$ cat config.mk
export PLATFORM = sky130hd
export DESIGN_NAME = glp_top
export DESIGN_NICKNAME = d
export VERILOG_FILES = /design/src/pkg/glp_pkg.sv /design/src/glp_sync.sv /design/src/glp_top.sv
export VERILOG_INCLUDE_DIRS = /design/src /design/src/pkg
export SDC_FILE = /design/constraint.sdc
export NUM_CORES = 1
export LEC_CHECK = 0
export CORE_MARGIN = 5
export CORE_UTILIZATION = 30
export CTS_BUF_LIST = sky130_fd_sc_hd__clkbuf_2
export DETAILED_ROUTE_END_ITERATION = 12
export DONT_BUFFER_PORTS = 1
export SYNTH_ARGS = -nofsm -noshare
export SYNTH_HDL_FRONTEND = slang
export SYNTH_SLANG_ARGS = --single-unit
$ cat constraint.sdc
create_clock -name ref_clk -period 2.6 [get_ports ref_clk]
set_input_delay 0.52 -clock ref_clk [delete_from_list [all_inputs] [get_ports ref_clk]]
set_output_delay 0.52 -clock ref_clk [all_outputs]
set_load 0.02 [all_outputs]
$ cat src/pkg/glp_regs.svh
// register offsets, field positions, reset values and timing for glp
`ifndef GLP_REGS_SVH
`define GLP_REGS_SVH
`define GLP_CFG_OFFSET     8'h88
`define GLP_LED_LSB        28
`define GLP_POL_LSB        24
`define GLP_EE_LSB         20
`define GLP_BUF_LSB        16
`define GLP_DIR_LSB        8
`define GLP_XOUT_LSB       3
`define GLP_DATA_LSB       0
`define GLP_CFG_RESET      32'h0000_0000
`define GLP_CFG_WMASK      32'h7777_071F
`define GLP_IRQ_MIN_NS     40
`define GLP_CLK_NS         25
`endif

$ cat src/pkg/glp_pkg.sv
// types shared by the glp pin configuration block
package glp_pkg;
  // roles of the eeprom data and clock pins
  typedef enum logic [2:0] {
    GLP_EE_EEPROM  = 3'h0,
    GLP_EE_XOUT    = 3'h1,
    GLP_EE_RSV2    = 3'h2,
    GLP_EE_X3_RXDV = 3'h3,
    GLP_EE_RSV4    = 3'h4,
    GLP_EE_TXEN_X4 = 3'h5,
    GLP_EE_TXEN_RX = 3'h6,
    GLP_EE_CLKS    = 3'h7
  } glp_ee_sel_t;
endpackage : glp_pkg

$ cat src/glp_sync.sv
// two-stage synchroniser for a bus of pin levels
`timescale 1ns/1ps
module glp_sync #(
  parameter int W = 3
) (
  // clock and reset
  input  wire logic         ref_clk,
  input  wire logic         rst_b,
  // levels
  input  wire logic [W-1:0] async_in,
  output logic      [W-1:0] sync_out
);
  logic [W-1:0] meta_q;  // first stage, read only by second

  // first stage feeds second stage and nothing else
  always_ff @(posedge ref_clk) begin
    if (!rst_b) begin
      meta_q   <= '0;
      sync_out <= '0;
    end else begin
      meta_q   <= async_in;
      sync_out <= meta_q;
    end
  end
endmodule : glp_sync

$ cat src/glp_top.sv
// gpio and led pin configuration register with pin muxing
`timescale 1ns/1ps
`include "glp_regs.svh"
module glp_top #(
  parameter int NPIN = 3
) (
  // clock and reset
  input  wire logic            ref_clk,
  input  wire logic            rst_b,
  // register port
  input  wire logic [7:0]      reg_addr,
  input  wire logic [31:0]     reg_wdata,
  input  wire logic            reg_wr,
  input  wire logic            reg_rd,
  output logic      [31:0]     reg_rdata,
  // general pins, three signals each
  input  wire logic [NPIN-1:0] general_pin_i,
  output logic      [NPIN-1:0] general_pin_o,
  output logic      [NPIN-1:0] general_pin_oe,
  // led status sources from the mac and phy
  input  wire logic [NPIN-1:0] led_status,
  // interrupt status side
  input  wire logic [NPIN-1:0] pin_irq_enable,
  output logic      [NPIN-1:0] pin_irq_level,
  output logic                 pin_irq,
  // eeprom controller side
  input  wire logic            ee_data_out,
  input  wire logic            ee_data_oe,
  input  wire logic            ee_clock_out,
  output logic                 ee_data_in,
  // mii debug signals
  input  wire logic            mii_tx_en,
  input  wire logic            mii_rx_dv,
  input  wire logic            mii_tx_clk,
  input  wire logic            mii_rx_clk,
  // eeprom data pin
  input  wire logic            eeprom_data_pin_i,
  output logic                 eeprom_data_pin_o,
  output logic                 eeprom_data_pin_oe,
  // eeprom clock pin
  output logic                 eeprom_clock_pin_o,
  output logic                 eeprom_clock_pin_oe
);
  // inputs must stay active for this many cycles to be trusted
  localparam int IRQ_MIN_CYC =
    (`GLP_IRQ_MIN_NS + `GLP_CLK_NS - 1) / `GLP_CLK_NS;

  logic [NPIN-1:0] led_select_q;        // led role per pin
  logic [NPIN-1:0] pin_irq_polarity_q;  // active level per pin
  logic [2:0]      eeprom_pin_select_q; // eeprom pin role code
  logic [NPIN-1:0] pin_driver_type_q;   // 1 push-pull, 0 open-drain
  logic [NPIN-1:0] pin_direction_q;     // 1 output
  logic [1:0]      extra_output_value_q;// values for outputs 3 and 4
  logic [NPIN-1:0] pin_data_value_q;    // written output data
  logic [NPIN-1:0] pin_sync;            // synchronised pin levels
  logic [31:0]     rd_d;                // read data next
  logic            cfg_hit;             // address decode
  glp_pkg::glp_ee_sel_t ee_sel;         // decoded eeprom role

  // true when this write targets the configuration register
  function automatic logic wr_hit(input logic [7:0] a, input logic w);
    return w && (a == `GLP_CFG_OFFSET);
  endfunction : wr_hit

  assign cfg_hit = (reg_addr == `GLP_CFG_OFFSET);
  assign ee_sel  = glp_pkg::glp_ee_sel_t'(eeprom_pin_select_q);

  // pin levels brought onto ref_clk before any use
  glp_sync #(.W(NPIN)) u_sync (
    .ref_clk  (ref_clk),
    .rst_b    (rst_b),
    .async_in (general_pin_i),
    .sync_out (pin_sync)
  );

  // configuration fields, only defined bits stored
  always_ff @(posedge ref_clk) begin
    if (!rst_b) begin
      led_select_q         <= '0;
      pin_irq_polarity_q   <= '0;
      eeprom_pin_select_q  <= 3'h0;
      pin_driver_type_q    <= '0;
      pin_direction_q      <= '0;
      extra_output_value_q <= 2'h0;
      pin_data_value_q     <= '0;
    end else if (wr_hit(reg_addr, reg_wr)) begin
      led_select_q         <= reg_wdata[`GLP_LED_LSB +: NPIN];
      pin_irq_polarity_q   <= reg_wdata[`GLP_POL_LSB +: NPIN];
      // no guard against mid-cycle change; software owns that
      eeprom_pin_select_q  <= reg_wdata[`GLP_EE_LSB +: 3];
      pin_driver_type_q    <= reg_wdata[`GLP_BUF_LSB +: NPIN];
      pin_direction_q      <= reg_wdata[`GLP_DIR_LSB +: NPIN];
      extra_output_value_q <= reg_wdata[`GLP_XOUT_LSB +: 2];
      pin_data_value_q     <= reg_wdata[`GLP_DATA_LSB +: NPIN];
    end
  end

  // read image; data bits show live synchronised levels
  always_comb begin
    rd_d = 32'h0000_0000;
    if (cfg_hit) begin
      rd_d[`GLP_LED_LSB +: NPIN]  = led_select_q;
      rd_d[`GLP_POL_LSB +: NPIN]  = pin_irq_polarity_q;
      rd_d[`GLP_EE_LSB +: 3]      = eeprom_pin_select_q;
      rd_d[`GLP_BUF_LSB +: NPIN]  = pin_driver_type_q;
      rd_d[`GLP_DIR_LSB +: NPIN]  = pin_direction_q;
      rd_d[`GLP_XOUT_LSB +: 2]    = extra_output_value_q;
      rd_d[`GLP_DATA_LSB +: NPIN] = pin_sync;
    end
  end

  // read data stands one cycle after the strobe; unmapped reads zero
  always_ff @(posedge ref_clk) begin
    if (!rst_b) begin
      reg_rdata <= 32'h0000_0000;
    end else if (reg_rd) begin
      reg_rdata <= rd_d;
    end else begin
      reg_rdata <= 32'h0000_0000;
    end
  end

  // general pin drivers: led, push-pull or open-drain
  always_comb begin
    for (int i = 0; i < NPIN; i++) begin
      if (led_select_q[i]) begin
        // leds sink current, so drive low when status is on
        general_pin_o[i]  = ~led_status[i];
        general_pin_oe[i] = 1'b1;
      end else if (pin_direction_q[i]) begin
        if (pin_driver_type_q[i]) begin
          general_pin_o[i]  = pin_data_value_q[i];
          general_pin_oe[i] = 1'b1;
        end else begin
          // open-drain: pull low only, release for high
          general_pin_o[i]  = 1'b0;
          general_pin_oe[i] = ~pin_data_value_q[i];
        end
      end else begin
        general_pin_o[i]  = 1'b0;
        general_pin_oe[i] = 1'b0;
      end
    end
  end

  // qualified level per pin; short glitches under two cycles dropped
  logic [NPIN-1:0] lvl_hist_q;          // active level last cycle
  logic [NPIN-1:0] lvl_now;             // active level this cycle
  always_comb begin
    for (int i = 0; i < NPIN; i++) begin
      // polarity picks which level counts as active
      lvl_now[i] = ~(pin_sync[i] ^ pin_irq_polarity_q[i]);
    end
  end

  // history register lets a level count only once held 40 ns
  always_ff @(posedge ref_clk) begin
    if (!rst_b) begin
      lvl_hist_q <= '0;
    end else begin
      lvl_hist_q <= lvl_now;
    end
  end

  // status level to the interrupt status register, and gated line
  always_ff @(posedge ref_clk) begin
    if (!rst_b) begin
      pin_irq_level <= '0;
      pin_irq       <= 1'b0;
    end else begin
      // IRQ_MIN_CYC is 2: current plus previous cycle
      pin_irq_level <= (IRQ_MIN_CYC > 1) ?
                       (lvl_now & lvl_hist_q) : lvl_now;
      pin_irq       <= |(lvl_now & lvl_hist_q & pin_irq_enable);
    end
  end

  // eeprom and debug pin roles
  always_comb begin
    ee_data_in          = eeprom_data_pin_i;
    eeprom_data_pin_o   = 1'b0;
    eeprom_data_pin_oe  = 1'b1;
    eeprom_clock_pin_o  = 1'b0;
    eeprom_clock_pin_oe = 1'b1;
    case (ee_sel)
      glp_pkg::GLP_EE_EEPROM: begin
        eeprom_data_pin_o  = ee_data_out;
        eeprom_data_pin_oe = ee_data_oe;
        eeprom_clock_pin_o = ee_clock_out;
      end
      glp_pkg::GLP_EE_XOUT: begin
        eeprom_data_pin_o  = extra_output_value_q[0];
        eeprom_clock_pin_o = extra_output_value_q[1];
      end
      glp_pkg::GLP_EE_X3_RXDV: begin
        eeprom_data_pin_o  = extra_output_value_q[0];
        eeprom_clock_pin_o = mii_rx_dv;
      end
      glp_pkg::GLP_EE_TXEN_X4: begin
        eeprom_data_pin_o  = mii_tx_en;
        eeprom_clock_pin_o = extra_output_value_q[1];
      end
      glp_pkg::GLP_EE_TXEN_RX: begin
        eeprom_data_pin_o  = mii_tx_en;
        eeprom_clock_pin_o = mii_rx_dv;
      end
      glp_pkg::GLP_EE_CLKS: begin
        eeprom_data_pin_o  = mii_tx_clk;
        eeprom_clock_pin_o = mii_rx_clk;
      end
      default: begin
        // reserved codes: pins released, safest undefined behaviour
        eeprom_data_pin_oe  = 1'b0;
        eeprom_clock_pin_oe = 1'b0;
      end
    endcase
  end
endmodule : glp_top

# Word-level counts from Yosys, hierarchy flattened
# Cells that the tools add are included.
dict set report word_totals {
  elab_cells 66
  inputBits 61
  out_inout_bits 47
  reg_bits 65
}
dict set report classes {
  reduce_logical 10
  eq_ne 6
  n_mux 22
  bitwise_logic 14
}
# cell n
set ops {}
lappend ops {{$mux W1} 19}
lappend ops {{$eq A3 B3 Y1 const B} 3}
lappend ops {{$not A1 Y1} 9}
lappend ops {{$eq A8 B8 Y1 const B} 1}
lappend ops {{$pmux W1 S4} 2}
lappend ops {{$reduce_or A2 Y1} 4}
lappend ops {{$and A3 B3 Y3} 2}
lappend ops {{$reduce_or A6 Y1} 1}
lappend ops {{$reduce_or A5 Y1} 1}
lappend ops {{$eq A3 B1 Y1 const B} 1}
lappend ops {{$eq A3 B2 Y1 const B} 1}
lappend ops {{$logic_not A3 Y1} 1}
lappend ops {{$reduce_and A3 Y1} 1}
lappend ops {{$reduce_or A3 Y1} 1}
lappend ops {{$xor A1 B1 Y1} 3}
lappend ops {{$pmux W1 S2} 1}
lappend ops {{$logic_and A1 B1 Y1} 1}

# Depth between registers and ports, before layout
# Gate-level depths: netlist of run 1.
dict set report depth {
  word_depth 5
  mapped_depth 5
}

# By module
# From an unflattened synthesis of run 1, not the netlist that was laid out.
dict set report hier_totals {
  hier_cells 209
  hier_area_um2 2074.5
}
# module n_inst seq_area_each_um2 area_each_um2 cells_per_inst
set modules_own_cells {}
lappend modules_own_cells {glp_top 1 940.9 1916.8 197}
lappend modules_own_cells {glp_sync 1 120.1 157.7 12}

# Worst setup path after synthesis of run 1
# No wires, ideal clock.
dict set report synth_path {
  path_kind {input -> register}
  startpoint {in reg_addr[5]}
  endpoint {reg eeprom_pin_select_q[0] (netlist: ee_sel[0])}
  slack_ps 908
  arrival_ps 1620
  stages 4
  path_buffers 1
  path_cell_list {or4b_4 -> nor3_4 -> buf_6 -> mux2i_1}
}
dict set report synth_via {
  elab_chain_len 2
}
# element line_no
set synth_lines {}
lappend synth_lines {{from (decl)} glp_top.sv:11} ;# input wire logic [7:0] reg_addr,
lappend synth_lines {{$eq A8 B8 Y1 (no source line)} n/a}
lappend synth_lines {{$logic_and A1 B1 Y1} glp_top.sv:62} ;# return w && (a == `GLP_CFG_OFFSET);
lappend synth_lines {{to (signal assigned)} glp_top.sv:90} ;# eeprom_pin_select_q <= reg_wdata[`GLP_EE_LSB +: 3];
lappend synth_lines {{to (decl)} glp_top.sv:50} ;# logic [2:0] eeprom_pin_select_q;
# Every way passes these cells.
# A chain may end at the register's enable or synchronous reset.

# Worst setup path in the final report of run 1
dict set report layout_path {
  startpoint {reg eeprom_pin_select_q[2] (netlist: ee_sel[2])}
  endpoint {out eeprom_clock_pin_o}
}
dict set report layout_via {
  elab_chain_len 3
}
# element line_no
set layout_lines {}
lappend layout_lines {{$eq A3 B3 Y1, or another cell as far along} glp_top.sv:185} ;# case (ee_sel)
lappend layout_lines {{$reduce_or A2 Y1 (no source line)} n/a}
lappend layout_lines {{$pmux W1 S4 (*)} glp_top.sv:185}
lappend layout_lines {{to (decl)} glp_top.sv:41} ;# output logic eeprom_clock_pin_o,
# Every way passes the cells marked *; elsewhere a longest branch is shown, timed or not.

==> impl_metrics.json, run 1 <==
{
  "status": "finished clean",
  "die_y_um": 93.23,
  "core-area_um2": 6756,
  "io_buffers": 0,
  "row_count": 30,
  "ant_nets": 0,
  "yosysMostFrequentCell": "dfxtp_1",
  "finalWorstSetupSlack_ns": 0.4838,
  "postCtsResizedCells": 0,
  "relSlewSlack_pct": 66.96,
  "clk_path_buf_depth": 2,
  "io_pins": 108,
  "drc": 0,
  "path_max_fanout": 7,
  "fin_nets": 266,
  "worstSetupStartpointType": "flop",
  "yosysUniqueCellTypes": 25,
  "fin_crit_ns": 2.116,
  "synthCells": 210,
  "vias_per_cell": 4.406,
  "grt_pass1_wl_um": 5899,
  "worstPathRequired_ns": 2.08,
  "die_x_um": 93.23,
  "synth_warnings": 0,
  "numCtsBuffers": 5,
  "grt_max_degree": 55,
  "synth_commonest_cells": "dfxtp_1 (53), nand2_1 (41), and2_1 (30)",
  "diodes": 0,
  "rsz0062_at_grt": "false",
  "largest_register_ffs": 20,
  "syn_area_um2": 2078,
  "clock_sinks": 53,
  "synth_area_leaders": "dfxtp_1 (51%), mux2i_1 (12%), and2_1 (9.0%), nand2_1 (7.4%), buf_4 (4.7%)",
  "cts_setup_buffers": 0,
  "routed_wl_um": 3984,
  "dp_slack_ns": 0.6251,
  "finalPower_mw": 1.195,
  "hp-class": "in2reg",
  "hold_violations": 0,
  "gp_congestion": 0.6633,
  "tightest_slew_ns": 0.4819,
  "slew_violations": 0,
  "area_growth_pct": 1.746,
  "initial_core_util_pct": 30.76,
  "synth-edff-count": 0,
  "grt.overflow.total": 0,
  "max_freq_mhz": 472.5,
  "cp.arrival_ns": 1.60,
  "drt_iter0_drc": 33,
  "ir_worst_vdd_uv": 222.4,
  "cts_tree": "done",
  "synth_top_cell_area_share_pct": 51.05,
  "die_area_um2": 8692,
  "syn_avg_cell_area_um2": 9.896,
  "antenna_found_initial": 0,
  "final_layout_size_suffix_gt1_share_pct": 7.767,
  "grt_pass1_vias": 1176,
  "nFillCells": 707,
  "worst-setup-path-type": "reg2out",
  "hpwl_um": 2831,
  "clk_pin_slew_worst_paths_ns": 0.23,
  "cts_max_level": 2,
  "setup_violations": 0,
  "yosys_register_bits": 53,
  "clk_latency_ns": 0.39,
  "maxCapViolations": 0,
  "ctsHoldBuffers": 0,
  "leakage_nw": 0.8242,
  "post-route-period-util_pct": 81.39,
  "yosysSeqAreaShare_pct": 51.05,
  "num_vias": 1260,
  "cts-root-buf": "clkbuf_2",
  "yosys.area.top_type": "dfxtp_1",
  "worst_clock_skew_ns": 0.01161,
  "reg2reg_slack_ns": 1.62,
  "ys.flop_type": "dfxtp_1",
  "power_density_nw_per_um2": 565.3,
  "wl_per_cell_um": 13.93,
  "firstDrtPassIters": 4,
  "top_register": "reg_rdata",
  "cp-end-kind": "primary output",
  "finalSetupTns_ns": 0,
  "grt_usage_pct": 8.837,
  "async_flop_share_pct": 0
}
## final timing paths
kind                          from            endpoint  depth (start not counted)
min                          rst_b             pin_irq                          2
max                      ee_sel[2]  eeprom_clock_pin_o                          3
min reg2reg       u_sync.meta_q[2]  u_sync.sync_out[2]                          1
max reg2reg  pin_irq_polarity_q[1]             pin_irq                          3
## worst max-delay path, stage by stage, from the launching register on
cell	delay (ns)
dfxtp_1	0.52
mux2_2	0.37
mux2i_1	0.14
a21oi_1	0.18
## power by group
part,total [mW],switching (mW),internal [mW]
sequential,0.836,0.00966,0.827
combinational,0.0487,0.0312,0.0175
clock,0.310,0.231,0.0794
total,1.20,0.272,0.923
## cells in the final DEF (no fill, tap or decap), drive strengths merged
master,count
a31oi,1
mux2i,25
a21oi,2
dfxtp,53
buf,2
inv,2
and3,3
nor3,2
a211o,1
nand2b,4
and2,30
conb,12
nand2,41
or4b,2
mux2,2
a221oi,2
clkbuf,8
xor2,1
nand3,6
xnor2,3
nor2,1
a21o,3
## metrics by stage
stage / hold slack (ns) / utilization (%) / instances / instance area (um^2)
floorplan: 0.4119 / - / 221 / 2120
detailed placement: 0.4186 / 30.70 / 278 / 2074
global route: 0.1317 / 31.30 / 286 / 2115
global placement: 0.4158 / 30.70 / 278 / 2074
finish: 0.2174 / 31.30 / 286 / 2115
CTS: 0.1589 / 31.30 / 286 / 2115
## layer usage
metal / routed length, um / GRT usage [%] / share of wire [%] / up-vias
met5: 0 / 0 / 0 / -
met3: 408 / 4.827 / 10 / 6
met2: 1871 / 14.00 / 47 / 54
li1: - / - / - / 642
met4: 40 / 3.419 / 1.0 / 0
met1: 1664 / 9.896 / 42 / 558
## logic make-up (layout without fill, tap and decap cells)
kind of cell / after synthesis / in the layout / share of synthesized area, %
and+or+nand+nor: 89 / 89 / 22.76
DFF: 53 / 53 / 51.05
muxes: 27 / 27 / 13.12
buffers and inverters: 27 / 12 / 8.067
AOI/OAI and AO/OA: 9 / 9 / 3.131
xor gates and xnor gates: 4 / 4 / 1.686
other: 1 / 12 / 0.1804
## final cells by class
class | instances | area [um^2] | share of cell area (%)
flip-flops and latches | 53 | 1061 | 50.18
multi-input cells | 141 | 890.9 | 42.13
well taps | 80 | 100.1 | 4.734
clock buffers | 8 | 40.04 | 1.893
repair buffers | 2 | 15.01 | 0.7101
inverters | 2 | 7.507 | 0.3550
Note: power is estimated with default switching activity, not from simulation.
==> run 2, diff against run 1 <==
Clock period 2.6 ns to 2 ns, I/O delays scaled along.
==> run 2 against run 1 <==
Compared with the run above:
- sequential power increased by 29%
- clock skew decreased by 0.0065 ns
- combinational power increased by 34%
- wire length increased by 1.2%
- final area increased by 1.9%
- worst setup slack got worse by 0.35 ns
==> impl_metrics.json, run 2 (same netlist as run 1, synthesis figures left out) <==
{
  "cp-end-kind": "primary output",
  "nFillCells": 724,
  "cts-root-buf": "clkbuf_2",
  "largest_register_ffs": 20,
  "max_freq_mhz": 536.5,
  "routed_wl_um": 4031,
  "path_max_fanout": 7,
  "status": "finished clean",
  "io_buffers": 0,
  "core-area_um2": 6756,
  "clock_sinks": 53,
  "worst_clock_skew_ns": 0.005105,
  "multi_input_area_um2": 902.1,
  "area_growth_pct": 3.673,
  "hpwl_um": 2860,
  "ir_worst_vdd_uv": 255.1,
  "tightest_slew_ns": 0.4793,
  "vias_per_cell": 4.568,
  "numCtsBuffers": 5,
  "grt_max_degree": 55,
  "cts_tree": "done",
  "fin_nets": 268,
  "layout_commonest_cell": "dfxtp_1",
  "leakage_nw": 0.8340,
  "fin_crit_ns": 1.864,
  "maxCapViolations": 0,
  "drc": 0,
  "final_layout_size_suffix_gt1_share_pct": 10.14,
  "finalSetupTns_ns": 0,
  "regArea_um2": 1069,
  "io_pins": 108,
  "row_count": 30,
  "grt.overflow.total": 0,
  "worst-setup-path-type": "reg2out",
  "die_area_um2": 8692,
  "firstDrtPassIters": 4,
  "cp.arrival_ns": 1.46,
  "drt_iter0_drc": 36,
  "post-route-period-util_pct": 93.19,
  "cts_max_level": 2,
  "ant_nets": 0,
  "rsz0062_at_grt": "true",
  "setup_violations": 0,
  "initial_core_util_pct": 30.76,
  "power_density_nw_per_um2": 711.7,
  "grt_pass1_vias": 1241,
  "worstSetupStartpointType": "flop",
  "die_x_um": 93.23,
  "gp_congestion": 0.6618,
  "grt_usage_pct": 9.211,
  "top_register": "reg_rdata",
  "diodes": 0,
  "antenna_found_initial": 0,
  "num_vias": 1311,
  "clk_path_buf_depth": 2,
  "die_y_um": 93.23,
  "hp-class": "in2reg",
  "clk_pin_slew_worst_paths_ns": 0.23,
  "slew_violations": 0,
  "worstPathRequired_ns": 1.60,
  "relSlewSlack_pct": 67.13,
  "hold_violations": 0,
  "clk_latency_ns": 0.40,
  "wl_per_cell_um": 14.05,
  "mostFrequentLayoutCells": "dfxtp_1 (51), nand2_1 (41), and2_1 (30)",
  "holdWs_ns": 0.08221,
  "grt_pass1_wl_um": 6272
}
-- run 2: changes by cell type in the layout (fill, tap and decap cells not counted), moves of 2 or more --
cell / previous run / this run
a21oi_1: 2 / 0
a21oi_2: 0 / 2
clkbuf_2: 8 / 6
dfxtp_1: 53 / 51
dfxtp_4: 0 / 2
-- run 2: worst max-delay path, cell delays in order, from the launching register on --
cell	delay [ns]
dfxtp_4	0.43
mux2_2	0.34
mux2i_2	0.16
a21oi_2	0.13
-- run 2: area by class of cell --
type	instances	share of cell area (%)
tap	80	4.646
sequential	53	49.59
inverter	2	0.3484
clock inverter	1	0.1742
timing repair buffer	4	1.974
multi-input combinational	141	41.87
clock buffer	6	1.394
-- run 2: power by group --
part | switching [mW] | total, mW | internal [mW]
registers | 0.0124 | 1.08 | 1.07
logic | 0.0418 | 0.0651 | 0.0233
clock network | 0.302 | 0.384 | 0.0818
-- run 2: routing by layer --
metal  vias up  track usage, %  part of all wire, %
li1        647               -                    -
met1       599           10.50                   42
met2        58           14.77                   47
met3         7           4.586                   10
met4         0           3.419                  1.1
met5         -               0                    0
-- run 2: stage by stage --
stage	power (mW)	cell area [um^2]	std cells	setup WS, ns	util (%)
2_1_floorplan	1.198	2120	221	0.4282	-
3_3_place_gp	1.169	2087	278	0.3479	30.89
3_5_place_dp	1.171	2087	278	0.3158	30.89
4_1_cts	1.573	2131	285	0.03471	31.54
5_1_grt	1.610	2155	287	0.001605	31.89
6_report	1.533	2155	287	0.1362	31.89
-- run 2: path summary, 6_finish.rpt --
path,end,slack (ns),start,depth (start not counted)
max reg2reg,pin_irq,1.02,pin_irq_polarity_q[2],3
max,eeprom_data_pin_o,0.14,ee_sel[1],3
min,pin_irq,0.08,rst_b,2
min reg2reg,u_sync.sync_out[1],0.46,u_sync.meta_q[1],1
-- run 2: what timing repair did --
item,4_1_cts,5_1_grt
setup buffers,0,2
pin swaps,0,1
gates cloned,0,0
resized for setup,4,3
hold buffers,0,0
setup endpoints to repair,2,2
==> run 3, diff against run 2 <==
Clock period 2 ns to 1.7 ns, I/O delays scaled along.
==> run 3 against run 2 <==
Compared with the run above:
- the flow now finishes with violations (setup timing)
- sequential share of layout area down 6.4 points
- register-to-register slack worse by 0.27 ns
- clock-buffer cell count unchanged
- utilization up 4.9 points
- power up 22%
- clock power up 17%
- via count up 7.2%
- flip-flop and latch count unchanged
- largest power group unchanged
- highest routed layer unchanged
==> impl_metrics.json, run 3 (same netlist as run 1, synthesis figures left out) <==
{
  "status": "finished, violations left",
  "failed_checks": "setup timing",
  "diodes": 0,
  "hp-class": "in2reg",
  "largest_register_ffs": 20,
  "top_register": "reg_rdata",
  "row_count": 30,
  "design_area_um2": 2482,
  "wl_per_cell_um": 14.21,
  "ant_nets": 0,
  "dp.cells": 279,
  "p_seq_share_pct": 68.4,
  "p_int_mw": 1.428,
  "instances_no_fill": 315,
  "vias_per_cell": 4.463,
  "clk_pin_slew_worst_paths_ns": 0.25,
  "holdWs_ns": 0.04501,
  "hold_violations": 0,
  "path_max_fanout": 5,
  "grt_pass1_vias": 1322,
  "setup_violations": 3,
  "die_area_um2": 8692,
  "final_layout_size_suffix_gt1_share_pct": 11.49,
  "tightest_slew_ns": 0.6732,
  "fin_crit_ns": 1.827,
  "p_sw_share_pct": 23.44,
  "io_pins": 108,
  "power_density_nw_per_um2": 751.3,
  "numCtsBuffers": 5,
  "area_growth_pct": 19.45,
  "num_vias": 1406,
  "io_buffers": 0,
  "finalPower_mw": 1.865,
  "post-route-period-util_pct": 107.5,
  "die_x_um": 93.23,
  "fin_nets": 296,
  "clk_path_buf_depth": 2,
  "maxCapViolations": 0,
  "worst_clock_skew_ns": 0.01788,
  "drc": 0,
  "drt_iter0_drc": 23,
  "cp-end-kind": "primary output",
  "reg2reg_slack_ns": 0.75,
  "leakage_nw": 0.9608,
  "power_frac_comb_pct": 7.4,
  "clk_latency_ns": 0.41,
  "mostFrequentLayoutCells": "dfxtp_1 (49), nand2_1 (41), and2_1 (30)",
  "gp_congestion": 0.6557,
  "relSlewSlack_pct": 54.97,
  "worst-setup-path-type": "reg2out",
  "slew_violations": 0,
  "switchingPower_uw": 437.1,
  "cp.arrival_ns": 1.49,
  "ir_worst_vdd_uv": 277.4,
  "die_y_um": 93.23,
  "core-area_um2": 6756,
  "initial_core_util_pct": 30.76,
  "hpwl_um": 2833,
  "rsz0062_at_grt": "true",
  "clock_sinks": 53,
  "antenna_found_initial": 0,
  "finalWorstSetupSlack_ns": -0.1270,
  "p_clk_share_pct": 24.2,
  "routed_wl_um": 4475,
  "worstPathRequired_ns": 1.36,
  "firstDrtPassIters": 4,
  "critPathSlowestCell": "dfxtp_4",
  "fin_util_pct": 36.74,
  "grt_max_degree": 41,
  "grt_pass1_wl_um": 6789,
  "placed_area_um2": 2107,
  "cts_max_level": 2,
  "cpPeakStageDelay_ns": 0.42,
  "max_freq_mhz": 547.3,
  "worstSetupStartpointType": "flop",
  "layout_commonest_cell": "dfxtp_1",
  "grt.overflow.total": 0,
  "cts_tree": "done",
  "crit_path_cell_trace": "mux2_4 -> mux2i_1 -> a21oi_1 -> buf_4",
  "cts-root-buf": "clkbuf_2",
  "grt_usage_pct": 10.16
}
[run 3: changes by cell type in the layout (fill, tap and decap cells not counted), sizes merged]
cell         before  now
buf               4    5
dlygate4sd3       0   27
[run 3: power by group through the flow]
stage	sequential [mW]	combinational, mW	clock (mW)
CTS	1.28	0.122	0.498
finish	1.28	0.138	0.451
floorplan	1.30	0.109	0
global route	1.28	0.151	0.537
global placement	1.30	0.0752	0
detailed placement	1.30	0.0768	0
[run 3: per-layer routing]
metal / vias up / global-route usage [%] / routed length (um)
met5: - / 0 / 0
met4: 0 / 3.785 / 78
met3: 11 / 4.264 / 373
met2: 60 / 17.09 / 2204
met1: 637 / 11.39 / 1819
li1: 698 / - / -
[run 3: repair_timing]
action                                  4_1_cts  5_1_grt
resized for setup                             9        6
hold endpoints to repair                     16       10
endpoints found under the setup margin        6        9
hold buffers                                 23        7
setup buffers                                 2        0
cloned                                        0        0
pin swaps                                     1        0
[run 3: path summary, 6_finish.rpt]
check / from / endpoint / cells after the start
min reg2reg: u_sync.meta_q[1] / u_sync.sync_out[1] / 1
max: ee_sel[2] / eeprom_clock_pin_o / 4
max reg2reg: pin_irq_polarity_q[1] / pin_irq / 3
min: rst_b / led_select_q[0] / 2
[run 3: metrics by stage]
| stage | setup WS, ns | TNS (ns) |
|---|---|---|
| after CTS | -0.1962 | -0.4186 |
| after global placement | 0.1107 | 0 |
| after floorplan | 0.1882 | 0 |
| final | -0.1270 | -0.2247 |
| after detailed placement | 0.08130 | 0 |
| after global routing | -0.2496 | -0.6577 |
[run 3: cell type report]
type,count,area (um^2)
timing repair buffer,32,332.8
multi-input combinational,141,937.1
fill,693,4274
clock inverter,1,3.754
inverter,2,7.507
sequential,53,1071
tap,80,100.1
clock buffer,6,30.03
[run 3: critical path: cells and delay by family, from the launching register on]
kind	cells	cell delay, ns
flip-flops	1	0.42
multiplexers	2	0.42
buffers and inverters	1	0.16
AO/OA/AOI/OAI	1	0.08
